[config.mk]
export PLATFORM = sky130hd
export DESIGN_NAME = cpr_register_map
export DESIGN_NICKNAME = d
export VERILOG_FILES = /design/src/pkg/cpr_pkg.sv /design/src/hdl/cpr_register_map.sv
export SDC_FILE = /design/constraint.sdc
export NUM_CORES = 1
export LEC_CHECK = 0
export BUFFER_PORTS_ARGS = -buffer_cell sky130_fd_sc_hd__buf_2
export CAP_MARGIN = 10
export CORE_MARGIN = 2
export CORE_UTILIZATION = 47
export CTS_CLUSTER_SIZE = 12
export DETAILED_ROUTE_END_ITERATION = 16
export GPL_TIMING_DRIVEN = 0
export PLACE_DENSITY = 0.76
export SYNTH_ARGS = -nofsm -noshare
export SYNTH_HDL_FRONTEND = slang
export SYNTH_SLANG_ARGS = --single-unit
[constraint.sdc]
create_clock -name core_clk -period 1.5 [get_ports core_clk]
set_input_delay 0.075 -clock core_clk [delete_from_list [all_inputs] [get_ports core_clk]]
set_output_delay 0.075 -clock core_clk [all_outputs]
set_load 0.02 [all_outputs]
[src/pkg/cpr_pkg.sv]
// Package for the conveyor PLC I/O register map.
// Assumes one 25 MHz clock, with every status input coming from logic on that clock.
`default_nettype none

package cpr_pkg;

  // ----------------------------------------------------------------
  // Register offsets
  // ----------------------------------------------------------------
  localparam int unsigned ADDR_W = 8;            // Widest offset fits in 8 bits
  localparam int unsigned DATA_W = 16;           // All map words are 16 bits

  localparam logic [7:0] LEFT_SERVO_STATE_A     = 8'h0B;
  localparam logic [7:0] RIGHT_SERVO_STATE_A    = 8'h10;
  localparam logic [7:0] STOP_GROUP_CMD_A       = 8'h14;
  localparam logic [7:0] MOTOR_FAULT_CLEAR_A    = 8'h16;
  localparam logic [7:0] SENSOR_PORT_CTRL_A     = 8'h25;
  localparam logic [7:0] RIGHT_PORT_CTRL_A      = 8'h30;
  localparam logic [7:0] LEFT_PORT_SHARED_A     = 8'h3C;  // Read: fault state, write: control
  localparam logic [7:0] LEFT_SERVO_POS_A       = 8'h3E;
  localparam logic [7:0] RIGHT_PORT_FAULT_A     = 8'h54;
  localparam logic [7:0] RIGHT_SERVO_POS_A      = 8'h56;
  localparam logic [7:0] UP_NEIGHBOUR_STATE_A   = 8'h86;
  localparam logic [7:0] UP_CARTON_TAG_LO_A     = 8'h8B;
  localparam logic [7:0] UP_CARTON_TAG_HI_A     = 8'h8C;
  localparam logic [7:0] DOWN_NEIGHBOUR_STATE_A = 8'hE8;

  // ----------------------------------------------------------------
  // Field positions
  // ----------------------------------------------------------------
  localparam int unsigned FAULT_SHORT_BIT  = 12;
  localparam int unsigned FAULT_OVER_BIT   = 14;
  localparam int unsigned SERVO_DONE_BIT   = 0;
  localparam int unsigned SERVO_RST_BIT    = 1;
  localparam int unsigned SERVO_CMD_BIT    = 2;
  localparam int unsigned PORT_PIN_A_BIT   = 1;   // Left pin 4, right pin 2
  localparam int unsigned PORT_PIN3_BIT    = 2;
  localparam int unsigned PORT_DIGITAL_BIT = 15;
  localparam int unsigned SENS_L_ON_BIT    = 0;
  localparam int unsigned SENS_R_ON_BIT    = 1;
  localparam int unsigned SENS_L_OUT_BIT   = 5;
  localparam int unsigned SENS_R_OUT_BIT   = 6;

  // Writable bits of the control words; the rest are dropped
  localparam logic [15:0] PORT_CTRL_MASK   = 16'h8006;
  localparam logic [15:0] SENSOR_CTRL_MASK = 16'h0063;

  // ----------------------------------------------------------------
  // Command values, zone codes, reset values
  // ----------------------------------------------------------------
  localparam logic [15:0] STOP_CMD_NONE    = 16'h0000;
  localparam logic [15:0] STOP_CMD_STOP    = 16'h0001;
  localparam logic [15:0] STOP_CMD_RELEASE = 16'h0002;
  localparam logic [15:0] FAULT_CLEAR_ON   = 16'h0001;
  localparam logic [15:0] WORD_RESET       = 16'h0000;

  localparam logic [7:0] ZONE_CLEAR_STOPPED  = 8'h01;
  localparam logic [7:0] ZONE_CLEAR_RUNNING  = 8'h02;
  localparam logic [7:0] ZONE_BLOCKED_RUN    = 8'h04;
  localparam logic [7:0] ZONE_BLOCKED_STOP   = 8'h05;
  localparam logic [7:0] ZONE_BUSY           = 8'h06;

  // ----------------------------------------------------------------
  // Types
  // ----------------------------------------------------------------
  typedef enum logic [1:0] {
    CPR_GRP_RUNNING = 2'b01,
    CPR_GRP_STOPPED = 2'b10
  } cpr_group_state_t;

  typedef struct packed {
    logic shorted;       // Any output shorted
    logic overcurrent;   // Any output above 1A
  } cpr_port_fault_t;

  typedef struct packed {
    logic blocked;       // Zone sensor blocked
    logic running;       // Zone motor running
    logic busy;          // Stop group busy
  } cpr_zone_t;

  typedef struct packed {
    logic      update;   // One-cycle refresh strobe from the neighbour
    cpr_zone_t zone_hi;  // Reported in the high byte
    cpr_zone_t zone_lo;  // Reported in the low byte
  } cpr_neighbour_t;

  typedef struct packed {
    logic        done;   // Last servo run finished
    logic [1:0]  cmd;    // Servo command word bits 1..0
    logic [15:0] pos;    // Signed position from the zero reference
  } cpr_servo_t;

endpackage

`default_nettype wire

[src/hdl/cpr_register_map.sv]
// Conveyor PLC I/O register map: status words to the PLC, control words from it.
// Assumes the fieldbus side presents single-cycle read and write strobes on core_clk.
//
// Notes on behaviour
// - Fault word: bit12 short, bit14 over 1A
// - Zone byte 01 clear stopped, 02 clear running
// - Zone byte 04 discharging, 05 blocked, 06 busy
// - Two tracking words hold last upstream carton
// - Neighbour words update only while links retained
// - Servo position is signed 16-bit from zero
// - Servo status bit0: one when run complete
// - Servo status bits 1,2 echo command bits
// - Stop word: 0 none, 1 stop, 2 release
// - Fault reset active while clear word holds 1
// - Left port: bit1 pin 4, bit2 pin 3
// - Right port: bit1 pin 2, bit2 pin 3
// - Bit15 picks motor drive or digital outputs
// - Sensor bits 0,1 switch left/right pin 2
// - Sensor bits 5,6 make pin 2 an output
`timescale 1ns/10ps
`default_nettype none

module cpr_register_map
  import cpr_pkg::*;
(
  // Clock and reset
  input  wire logic                  core_clk,
  input  wire logic                  reset,
  // Register access from the fieldbus assemblies
  input  wire logic [ADDR_W-1:0]     reg_addr,
  input  wire logic                  reg_wr,
  input  wire logic [DATA_W-1:0]     reg_wdata,
  input  wire logic                  reg_rd,
  output logic [DATA_W-1:0]          reg_rdata,
  output logic                       reg_rvalid,
  // Motor port fault sense
  input  wire cpr_port_fault_t       left_port_fault,
  input  wire cpr_port_fault_t       right_port_fault,
  // Neighbour links
  input  wire logic                  links_retained,
  input  wire cpr_neighbour_t        up_neighbour,
  input  wire cpr_neighbour_t        down_neighbour,
  input  wire logic                  up_tag_update,
  input  wire logic [31:0]           up_tag,
  // Servo feedback
  input  wire cpr_servo_t            left_servo,
  input  wire cpr_servo_t            right_servo,
  // Stop group and fault reset
  output logic                       group_stopped,
  output logic                       motor_fault_reset,
  // Motor port pins
  output logic                       left_port_digital,
  output logic                       left_pin4_drive,
  output logic                       left_pin3_drive,
  output logic                       right_port_digital,
  output logic                       right_pin2_drive,
  output logic                       right_pin3_drive,
  // Sensor port pin 2 (enable low while driving)
  output logic                       left_sens_pin2_out,
  output logic                       left_sens_pin2_oe_n,
  output logic                       right_sens_pin2_out,
  output logic                       right_sens_pin2_oe_n
);

  // ----------------------------------------------------------------
  // Storage
  // ----------------------------------------------------------------
  cpr_group_state_t  grp_q;             // Stop group state
  logic [15:0]       stop_cmd_q;        // Last stop command word
  logic [15:0]       fault_clear_q;     // Motor error clear word
  logic [15:0]       left_ctrl_q;       // Left port control, masked
  logic [15:0]       right_ctrl_q;      // Right port control, masked
  logic [15:0]       sensor_ctrl_q;     // Sensor port control, masked
  logic [15:0]       up_state_q;        // Upstream neighbour codes
  logic [15:0]       down_state_q;      // Downstream neighbour codes
  logic [15:0]       tag_lo_q;          // Carton tag, first word
  logic [15:0]       tag_hi_q;          // Carton tag, second word
  logic [15:0]       rdata_q;           // Registered read data
  logic              rvalid_q;          // Read answer strobe

  // ----------------------------------------------------------------
  // Zone code encoder
  // ----------------------------------------------------------------
  // Busy outranks the sensor state: the stop group owns the zone then
  function automatic logic [7:0] zone_code(input cpr_zone_t z);
    logic [7:0] c;
    c = ZONE_CLEAR_STOPPED;
    if (z.busy) begin
      c = ZONE_BUSY;
    end else if (z.blocked) begin
      c = z.running ? ZONE_BLOCKED_RUN : ZONE_BLOCKED_STOP;
    end else if (z.running) begin
      c = ZONE_CLEAR_RUNNING;
    end
    return c;
  endfunction

  // ----------------------------------------------------------------
  // Write decode
  // ----------------------------------------------------------------
  wire logic wr_stop    = reg_wr && (reg_addr == STOP_GROUP_CMD_A);
  wire logic wr_fclr    = reg_wr && (reg_addr == MOTOR_FAULT_CLEAR_A);
  wire logic wr_left    = reg_wr && (reg_addr == LEFT_PORT_SHARED_A);
  wire logic wr_right   = reg_wr && (reg_addr == RIGHT_PORT_CTRL_A);
  wire logic wr_sensor  = reg_wr && (reg_addr == SENSOR_PORT_CTRL_A);
  wire logic stop_req   = wr_stop && (reg_wdata == STOP_CMD_STOP);
  wire logic rel_req    = wr_stop && (reg_wdata == STOP_CMD_RELEASE);

  // Neighbour refreshes pass only over retained links
  wire logic up_upd     = links_retained && up_neighbour.update;
  wire logic down_upd   = links_retained && down_neighbour.update;
  wire logic tag_upd    = links_retained && up_tag_update;

  // ----------------------------------------------------------------
  // Read-side word assembly
  // ----------------------------------------------------------------
  wire logic [15:0] left_fault_w  = 16'(left_port_fault.shorted) << FAULT_SHORT_BIT
                                  | 16'(left_port_fault.overcurrent) << FAULT_OVER_BIT;
  wire logic [15:0] right_fault_w = 16'(right_port_fault.shorted) << FAULT_SHORT_BIT
                                  | 16'(right_port_fault.overcurrent) << FAULT_OVER_BIT;
  wire logic [15:0] left_servo_w  = 16'(left_servo.done) << SERVO_DONE_BIT
                                  | 16'(left_servo.cmd[0]) << SERVO_RST_BIT
                                  | 16'(left_servo.cmd[1]) << SERVO_CMD_BIT;
  wire logic [15:0] right_servo_w = 16'(right_servo.done) << SERVO_DONE_BIT
                                  | 16'(right_servo.cmd[0]) << SERVO_RST_BIT
                                  | 16'(right_servo.cmd[1]) << SERVO_CMD_BIT;

  // Read mux; unmapped offsets return zero
  logic [15:0] rd_mux;
  always_comb begin
    rd_mux = WORD_RESET;
    unique case (reg_addr)
      LEFT_SERVO_STATE_A:     rd_mux = left_servo_w;
      RIGHT_SERVO_STATE_A:    rd_mux = right_servo_w;
      STOP_GROUP_CMD_A:       rd_mux = stop_cmd_q;
      MOTOR_FAULT_CLEAR_A:    rd_mux = fault_clear_q;
      SENSOR_PORT_CTRL_A:     rd_mux = sensor_ctrl_q;
      RIGHT_PORT_CTRL_A:      rd_mux = right_ctrl_q;
      // Shared offset: software sees the fault word, not the control
      LEFT_PORT_SHARED_A:     rd_mux = left_fault_w;
      LEFT_SERVO_POS_A:       rd_mux = left_servo.pos;
      RIGHT_PORT_FAULT_A:     rd_mux = right_fault_w;
      RIGHT_SERVO_POS_A:      rd_mux = right_servo.pos;
      UP_NEIGHBOUR_STATE_A:   rd_mux = up_state_q;
      UP_CARTON_TAG_LO_A:     rd_mux = tag_lo_q;
      UP_CARTON_TAG_HI_A:     rd_mux = tag_hi_q;
      DOWN_NEIGHBOUR_STATE_A: rd_mux = down_state_q;
      default:                rd_mux = WORD_RESET;
    endcase
  end

  // ----------------------------------------------------------------
  // Read answer
  // ----------------------------------------------------------------
  always_ff @(posedge core_clk) begin
    if (reset) begin
      rdata_q  <= WORD_RESET;
      rvalid_q <= 1'b0;
    end else begin
      rvalid_q <= reg_rd;
      if (reg_rd) begin
        rdata_q <= rd_mux;
      end
    end
  end

  // ----------------------------------------------------------------
  // Control words from the PLC
  // ----------------------------------------------------------------
  always_ff @(posedge core_clk) begin
    if (reset) begin
      stop_cmd_q    <= STOP_CMD_NONE;
      fault_clear_q <= WORD_RESET;
      left_ctrl_q   <= WORD_RESET;
      right_ctrl_q  <= WORD_RESET;
      sensor_ctrl_q <= WORD_RESET;
    end else begin
      if (wr_stop)   stop_cmd_q    <= reg_wdata;
      if (wr_fclr)   fault_clear_q <= reg_wdata;
      if (wr_left)   left_ctrl_q   <= reg_wdata & PORT_CTRL_MASK;
      if (wr_right)  right_ctrl_q  <= reg_wdata & PORT_CTRL_MASK;
      if (wr_sensor) sensor_ctrl_q <= reg_wdata & SENSOR_CTRL_MASK;
    end
  end

  // ----------------------------------------------------------------
  // Stop group state
  // ----------------------------------------------------------------
  // Acts on the write itself; a held word does not re-trigger
  always_ff @(posedge core_clk) begin
    if (reset) begin
      grp_q <= CPR_GRP_RUNNING;
    end else begin
      unique case (grp_q)
        CPR_GRP_RUNNING: if (stop_req) grp_q <= CPR_GRP_STOPPED;
        CPR_GRP_STOPPED: if (rel_req)  grp_q <= CPR_GRP_RUNNING;
        default:         grp_q <= CPR_GRP_RUNNING;
      endcase
    end
  end

  // ----------------------------------------------------------------
  // Neighbour status and tracking
  // ----------------------------------------------------------------
  // Cleared links wipe the words so stale codes are never shown
  always_ff @(posedge core_clk) begin
    if (reset) begin
      up_state_q   <= WORD_RESET;
      down_state_q <= WORD_RESET;
      tag_lo_q     <= WORD_RESET;
      tag_hi_q     <= WORD_RESET;
    end else if (!links_retained) begin
      up_state_q   <= WORD_RESET;
      down_state_q <= WORD_RESET;
      tag_lo_q     <= WORD_RESET;
      tag_hi_q     <= WORD_RESET;
    end else begin
      if (up_upd)   up_state_q   <= {zone_code(up_neighbour.zone_hi), zone_code(up_neighbour.zone_lo)};
      if (down_upd) down_state_q <= {zone_code(down_neighbour.zone_hi), zone_code(down_neighbour.zone_lo)};
      if (tag_upd) begin
        tag_lo_q <= up_tag[15:0];
        tag_hi_q <= up_tag[31:16];
      end
    end
  end

  // ----------------------------------------------------------------
  // Outputs
  // ----------------------------------------------------------------
  assign reg_rdata         = rdata_q;
  assign reg_rvalid        = rvalid_q;
  assign group_stopped     = (grp_q == CPR_GRP_STOPPED);
  assign motor_fault_reset = (fault_clear_q == FAULT_CLEAR_ON);

  // Pins follow their bits only in digital mode; else the motor owns them
  assign left_port_digital  = left_ctrl_q[PORT_DIGITAL_BIT];
  assign right_port_digital = right_ctrl_q[PORT_DIGITAL_BIT];
  assign left_pin4_drive    = left_port_digital && left_ctrl_q[PORT_PIN_A_BIT];
  assign left_pin3_drive    = left_port_digital && left_ctrl_q[PORT_PIN3_BIT];
  assign right_pin2_drive   = right_port_digital && right_ctrl_q[PORT_PIN_A_BIT];
  assign right_pin3_drive   = right_port_digital && right_ctrl_q[PORT_PIN3_BIT];

  // Sensor pin 2: level from the on bit, direction from the output bit
  assign left_sens_pin2_out   = sensor_ctrl_q[SENS_L_ON_BIT];
  assign right_sens_pin2_out  = sensor_ctrl_q[SENS_R_ON_BIT];
  assign left_sens_pin2_oe_n  = !sensor_ctrl_q[SENS_L_OUT_BIT];
  assign right_sens_pin2_oe_n = !sensor_ctrl_q[SENS_R_OUT_BIT];
endmodule // cpr_register_map

`default_nettype wire

=== Word level (Yosys, flattened, before mapping) ===
Index checks and enable logic that the tools add are counted.

* Reduce and logical (&&, ||, !) cells: 18
* Bitwise logic cells: 7
* Mux-type cells: 20
* Equality and inequality tests: 21

{| class="wikitable"
|+ Operators by type and width
! operator !! count
|-
| $pmux 16 s14 || 1
|-
| $eq 16x1->1 const B || 2
|-
| $eq 8x6->1 const B || 4
|-
| $eq 8x8->1 const B || 4
|-
| $or 13x15->15 || 2
|-
| $eq 8x5->1 const B || 3
|-
| $mux 3 || 8
|-
| $eq 16x2->1 const B || 1
|-
| $eq 8x7->1 const B || 2
|-
| $logic_and 1x1->1 || 14
|-
| $mux 2 || 6
|-
| $eq 8x4->1 const B || 1
|-
| $or 2x3->3 || 2
|-
| $mux 1 || 4
|-
| $or 1x2->2 || 2
|-
| $pmux 2 s2 || 1
|-
| $eq 2x1->1 const B || 1
|-
| $eq 2x2->1 const B || 1
|-
| $logic_not 1->1 || 2
|-
| $ne 2x1->1 const B || 1
|-
| $ne 2x2->1 const B || 1
|-
| $reduce_and 2->1 || 1
|-
| $reduce_or 2->1 || 1
|-
| $not 1->1 || 1
|}

* Register bits after elaboration: 125
* Word-level logic and storage cells: 78
* Output and inout port bits: 29
* Bits of input ports: 118

=== Depth between registers and ports, before layout ===
* Word-level depth: 5
* Gate-level depth with buffers: 9
* Gate-level depth less buffers: 5

=== Least setup slack after synthesis ===
No wires, ideal clock.

* Path kind: input to register
* From: input port reg_addr[6]
* To: register fault_clear_q[10]
* Arrival time: 1.512 ns
* Buffers on the path: 3
* Data required time: 1.372 ns
* Setup time: 0.128 ns
* Cell stages on the path: 8
* Slack: -0.140 ns
* Cell sequence: buf_4 buf_6 or4b_4 nor2_8 nand2_4 buf_6 mux2i_1 nor2_1

* Word-level cells in the longest chain between the ends: 2

{| class="wikitable"
|+ RTL lines
! element !! line !! RTL
|-
| from (decl) || cpr_register_map.sv:30 || <nowiki>input wire logic [ADDR_W-1:0] reg_addr,</nowiki>
|-
| $eq 8x5->1 || cpr_register_map.sv:102 || <nowiki>wire logic wr_fclr = reg_wr && (reg_addr == MOTOR_FAULT_CLEAR_A);</nowiki>
|-
| $logic_and 1x1->1 || cpr_register_map.sv:102 ||
|-
| to (signal assigned) || cpr_register_map.sv:179 || <nowiki>if (wr_fclr) fault_clear_q <= reg_wdata;</nowiki>
|-
| to (decl) || cpr_register_map.sv:70 || <nowiki>logic [15:0] fault_clear_q;</nowiki>
|}

Every way passes these cells.
A chain may end at the register's enable or synchronous reset.

=== Worst setup path in the final report ===
* From: register fault_clear_q[3]
* To: output port motor_fault_reset

* Word-level cells in the longest chain between the ends: 1

{| class="wikitable"
|+ RTL lines
! element !! line !! RTL
|-
| $eq 16x1->1 || cpr_register_map.sv:233 || <nowiki>assign motor_fault_reset = (fault_clear_q == FAULT_CLEAR_ON);</nowiki>
|-
| to (decl) || cpr_register_map.sv:50 || <nowiki>output logic motor_fault_reset,</nowiki>
|}

Every way passes these cells.

==> flow_metrics.py <==
metrics = {
    "clock_tree": {
        "clk_path_buf_depth": 2,
        "clk_pin_slew_ns": 0.10,
        "cts_tree": "done",
        "clk_latency_ns": 0.38,
        "cts_max_level": 3,
        "cts_sinks": 105,
        "cts_made_buffers": 9,
        "root_buffer": "clkbuf_8",
    },
    "power": {
        "p_sw_mw": 1.41,
        "power_leakage_nw": 3.19,
        "pwr-share-seq_pct": 53.1,
        "powerDensity_nw_per_um2": 752,
        "combinationalPowerShare_pct": 14.0,
        "p_sw_share_pct": 26.2,
        "power.internal_mw": 3.96,
        "ir_worst_vdd_mv": 0.544,
        "clkPwrFrac_pct": 32.9,
    },
    "detailed_routing": {
        "via_count": 5432,
        "firstDrtPassIters": 8,
        "wire_per_inst_um": 19.5,
        "drc": 0,
        "ant_nets": 0,
        "drtIter0Drc": 487,
        "vias_per_cell": 5.85,
        "drt_wl_total_um": 18100,
    },
    "global_routing": {
        "grt.total_usage_pct": 30.6,
        "grt_max_degree": 18,
        "antenna_found_initial": 0,
        "grt_pass1_vias": 5138,
        "grt_pass1_wl_um": 27400,
        "overflow": 0,
    },
    "sta": {
        "finalSetupTns_ns": 0,
        "finalCritPeriodShare_pct": 99.6,
        "skew_ns": 0.0125,
        "fmax_mhz": 669,
        "grt_setup_unrepaired": "true",
        "drv_slew": 0,
        "worstMarginPinSlew_ns": 0.882,
        "hold_slack_ns": 0.00356,
        "relSlewSlack_pct": 41.2,
        "period_needed_ns": 1.49,
        "setup_violations": 0,
        "fin_ws_ns": 0.00529,
        "final-hold-violation-count": 0,
    },
    "die": {
        "start_util_pct": 47.9,
        "num_rows": 38,
        "ios": 147,
        "die_width_um": 109,
        "die_y_um": 109,
        "core_area_um2": 10800,
        "die_area_um2": 11800,
    },
    "placement": {
        "port_buffers": 142,
        "dp_cells": 850,
        "hpwlAfterDp_um": 13400,
        "gp_congestion": 0.966,
        "dp_slack_ns": -0.508,
    },
    "critical_path": {
        "reg2reg_from": "fault_clear_q[0]",
        "r2r_cells": 5,
        "timing.rr.end": "reg_rdata[0]",
        "critPathRequiredTime_ns": 1.42,
        "cp_max_fo": 3,
        "start_kind": "flop",
        "worstPathArrival_ns": 1.42,
        "critPathCaptureType": "output port",
        "critPathKind": "reg -> out",
        "r2r_setup_slack_ns": 0.05,
    },
    "cells_and_area": {
        "final_common_cell": "buf_2",
        "nFillCells": 898,
        "final_layout_size_suffix_gt1_share_pct": 31.4,
        "stdcell_count": 929,
        "layout_common_cells": "144 x buf_2, 101 x dfxtp_1, 94 x nor2_1",
        "syn_to_final_growth_pct": 38.3,
        "nets": 903,
        "antennaDiodeCount": 0,
    },
    "logic_synthesis": {
        "async_flop_share_pct": 0,
        "synth-seq-cells": 105,
        "synthesis.area_um2": 5170,
        "ys_types": 64,
        "synth_top_area_share_pct": 40.7,
        "syn_avg_cell_area_um2": 9.10,
        "netlist_instances": 568,
        "synth_area_leaders": "dfxtp_1 41%, mux2i_1 14%, nor2_1 6.8%",
        "ys_seq_area_share_pct": 40.7,
        "yosysWarnings": 0,
        "synth_flop_cell": "dfxtp_1",
        "synth_top_cell_by_area": "dfxtp_1",
        "syn-num-nets": 686,
        "synth-edff-count": 0,
    },
    "worst_hold_path": {
        "hold_path.class": "in -> reg",
        "min_to": "sensor_ctrl_q[5]",
        "min_from": "reg_wdata[5]",
        "whs_path_depth": 3,
    },
    "run_status": {
        "status": "finished clean",
    },
    "job": {
        "cap_violations": 0,
    },
}
==> power groups by stage <==
| stage | registers [mW] | logic [mW] | clock network, mW |
|---|---|---|---|
| after floorplan | 2.91 | 0.311 | 0 |
| after global placement | 2.91 | 0.594 | 0 |
| after detailed placement | 2.91 | 0.603 | 0 |
| after CTS | 2.85 | 0.709 | 1.77 |
| after global routing | 2.86 | 0.808 | 1.89 |
| final | 2.85 | 0.754 | 1.76 |
==> cell type report <==
| class | instances | area [um^2] | area share [%] |
|---|---|---|---|
| Clock inverter | 6 | 66.3 | 0.928 |
| Buffer | 39 | 297 | 4.15 |
| Multi-Input combinational cell | 414 | 3010 | 42.2 |
| Sequential cell | 105 | 2110 | 29.5 |
| Timing Repair Buffer | 207 | 1330 | 18.6 |
| Inverter | 9 | 33.8 | 0.473 |
| Clock buffer | 9 | 124 | 1.73 |
| Tap cell | 140 | 175 | 2.45 |
==> sequential cells by signal, summed over array words and instances (netlist names), 2 cells and up <==
signal	count
up_state_q	6
sensor_ctrl_q	4
stop_cmd_q	16
down_state_q	6
tag_lo_q	16
tag_hi_q	16
left_ctrl_q	3
right_ctrl_q	3
fault_clear_q	16
reg_rdata	16
grp_q	2
==> critical path: stages, from the launching register on <==
cell	delay [ns]
dfxtp_2	0.36
nor4_4	0.30
and4_1	0.24
buf_4	0.14
==> cell usage after synthesis (all sizes together), types with 4 or more instances <==
master	n
inv	9
nor4	11
mux2i	71
nand2	38
a21oi	29
clkbuf	17
o21ai	19
nor2	96
dfxtp	105
a22oi	13
buf	23
and2	12
nor3b	4
a22o	7
nor3	10
and3	6
nor4b	5
nand3	19
a211oi	5
a222oi	16
nand3b	4
==> cells by family (layout without fill, tap and decap cells) <==
group	Yosys count	in the layout	synth area share, %
muxes	71	71	13.8
xor gates and xnor gates	1	1	0.170
DFF	105	105	40.7
and+or+nand+nor	231	231	24.0
buffers and inverters	49	270	5.01
AOI/OAI and AO/OA	111	111	16.4
==> layer usage <==
metal  vias to the layer above  global-route usage (%)  routed length (um)  part of all wire [%]
met3                        57                    4.00                1560                   8.6
met4                         0                    13.0                 677                   3.7
met2                       303                    50.0                8360                    46
met1                      2556                    40.5                7530                    42
met5                         -                       0                   0                     0
li1                       2516                       -                   -                     -
==> timing repair <==
| action | CTS | global route |
|---|---|---|
| cloned | 0 | 1 |
| pin swaps | 6 | 12 |
| gates resized for setup | 15 | 26 |
| hold buffers | 49 | 0 |
| hold endpoints to repair | 61 | 0 |
| setup endpoints to repair | 18 | 22 |
| buffers inserted | 4 | 11 |
==> metrics by stage <==
step / area, um^2 / utilization (%) / power, mW
5_1_grt: 7140 / 66.2 / 5.55
2_1_floorplan: 5280 / - / 3.22
3_3_place_gp: 6160 / 57.1 / 3.51
6_report: 7140 / 66.2 / 5.37
4_1_cts: 6940 / 64.3 / 5.33
3_5_place_dp: 6160 / 57.1 / 3.52
==> worst max path at each step <==
stage,from,to,slack [ns]
2_1_floorplan,reg_addr[6],fault_clear_q[10],-0.11
3_3_place_gp,reg_addr[2],reg_rdata[2],-0.50
3_5_place_dp,reg_addr[5],reg_rdata[5],-0.51
4_1_cts,fault_clear_q[6],motor_fault_reset,-0.002
5_1_grt,fault_clear_q[3],motor_fault_reset,-0.05
6_report,fault_clear_q[3],motor_fault_reset,0.005
No activity file was read; power rests on OpenSTA's default activity.
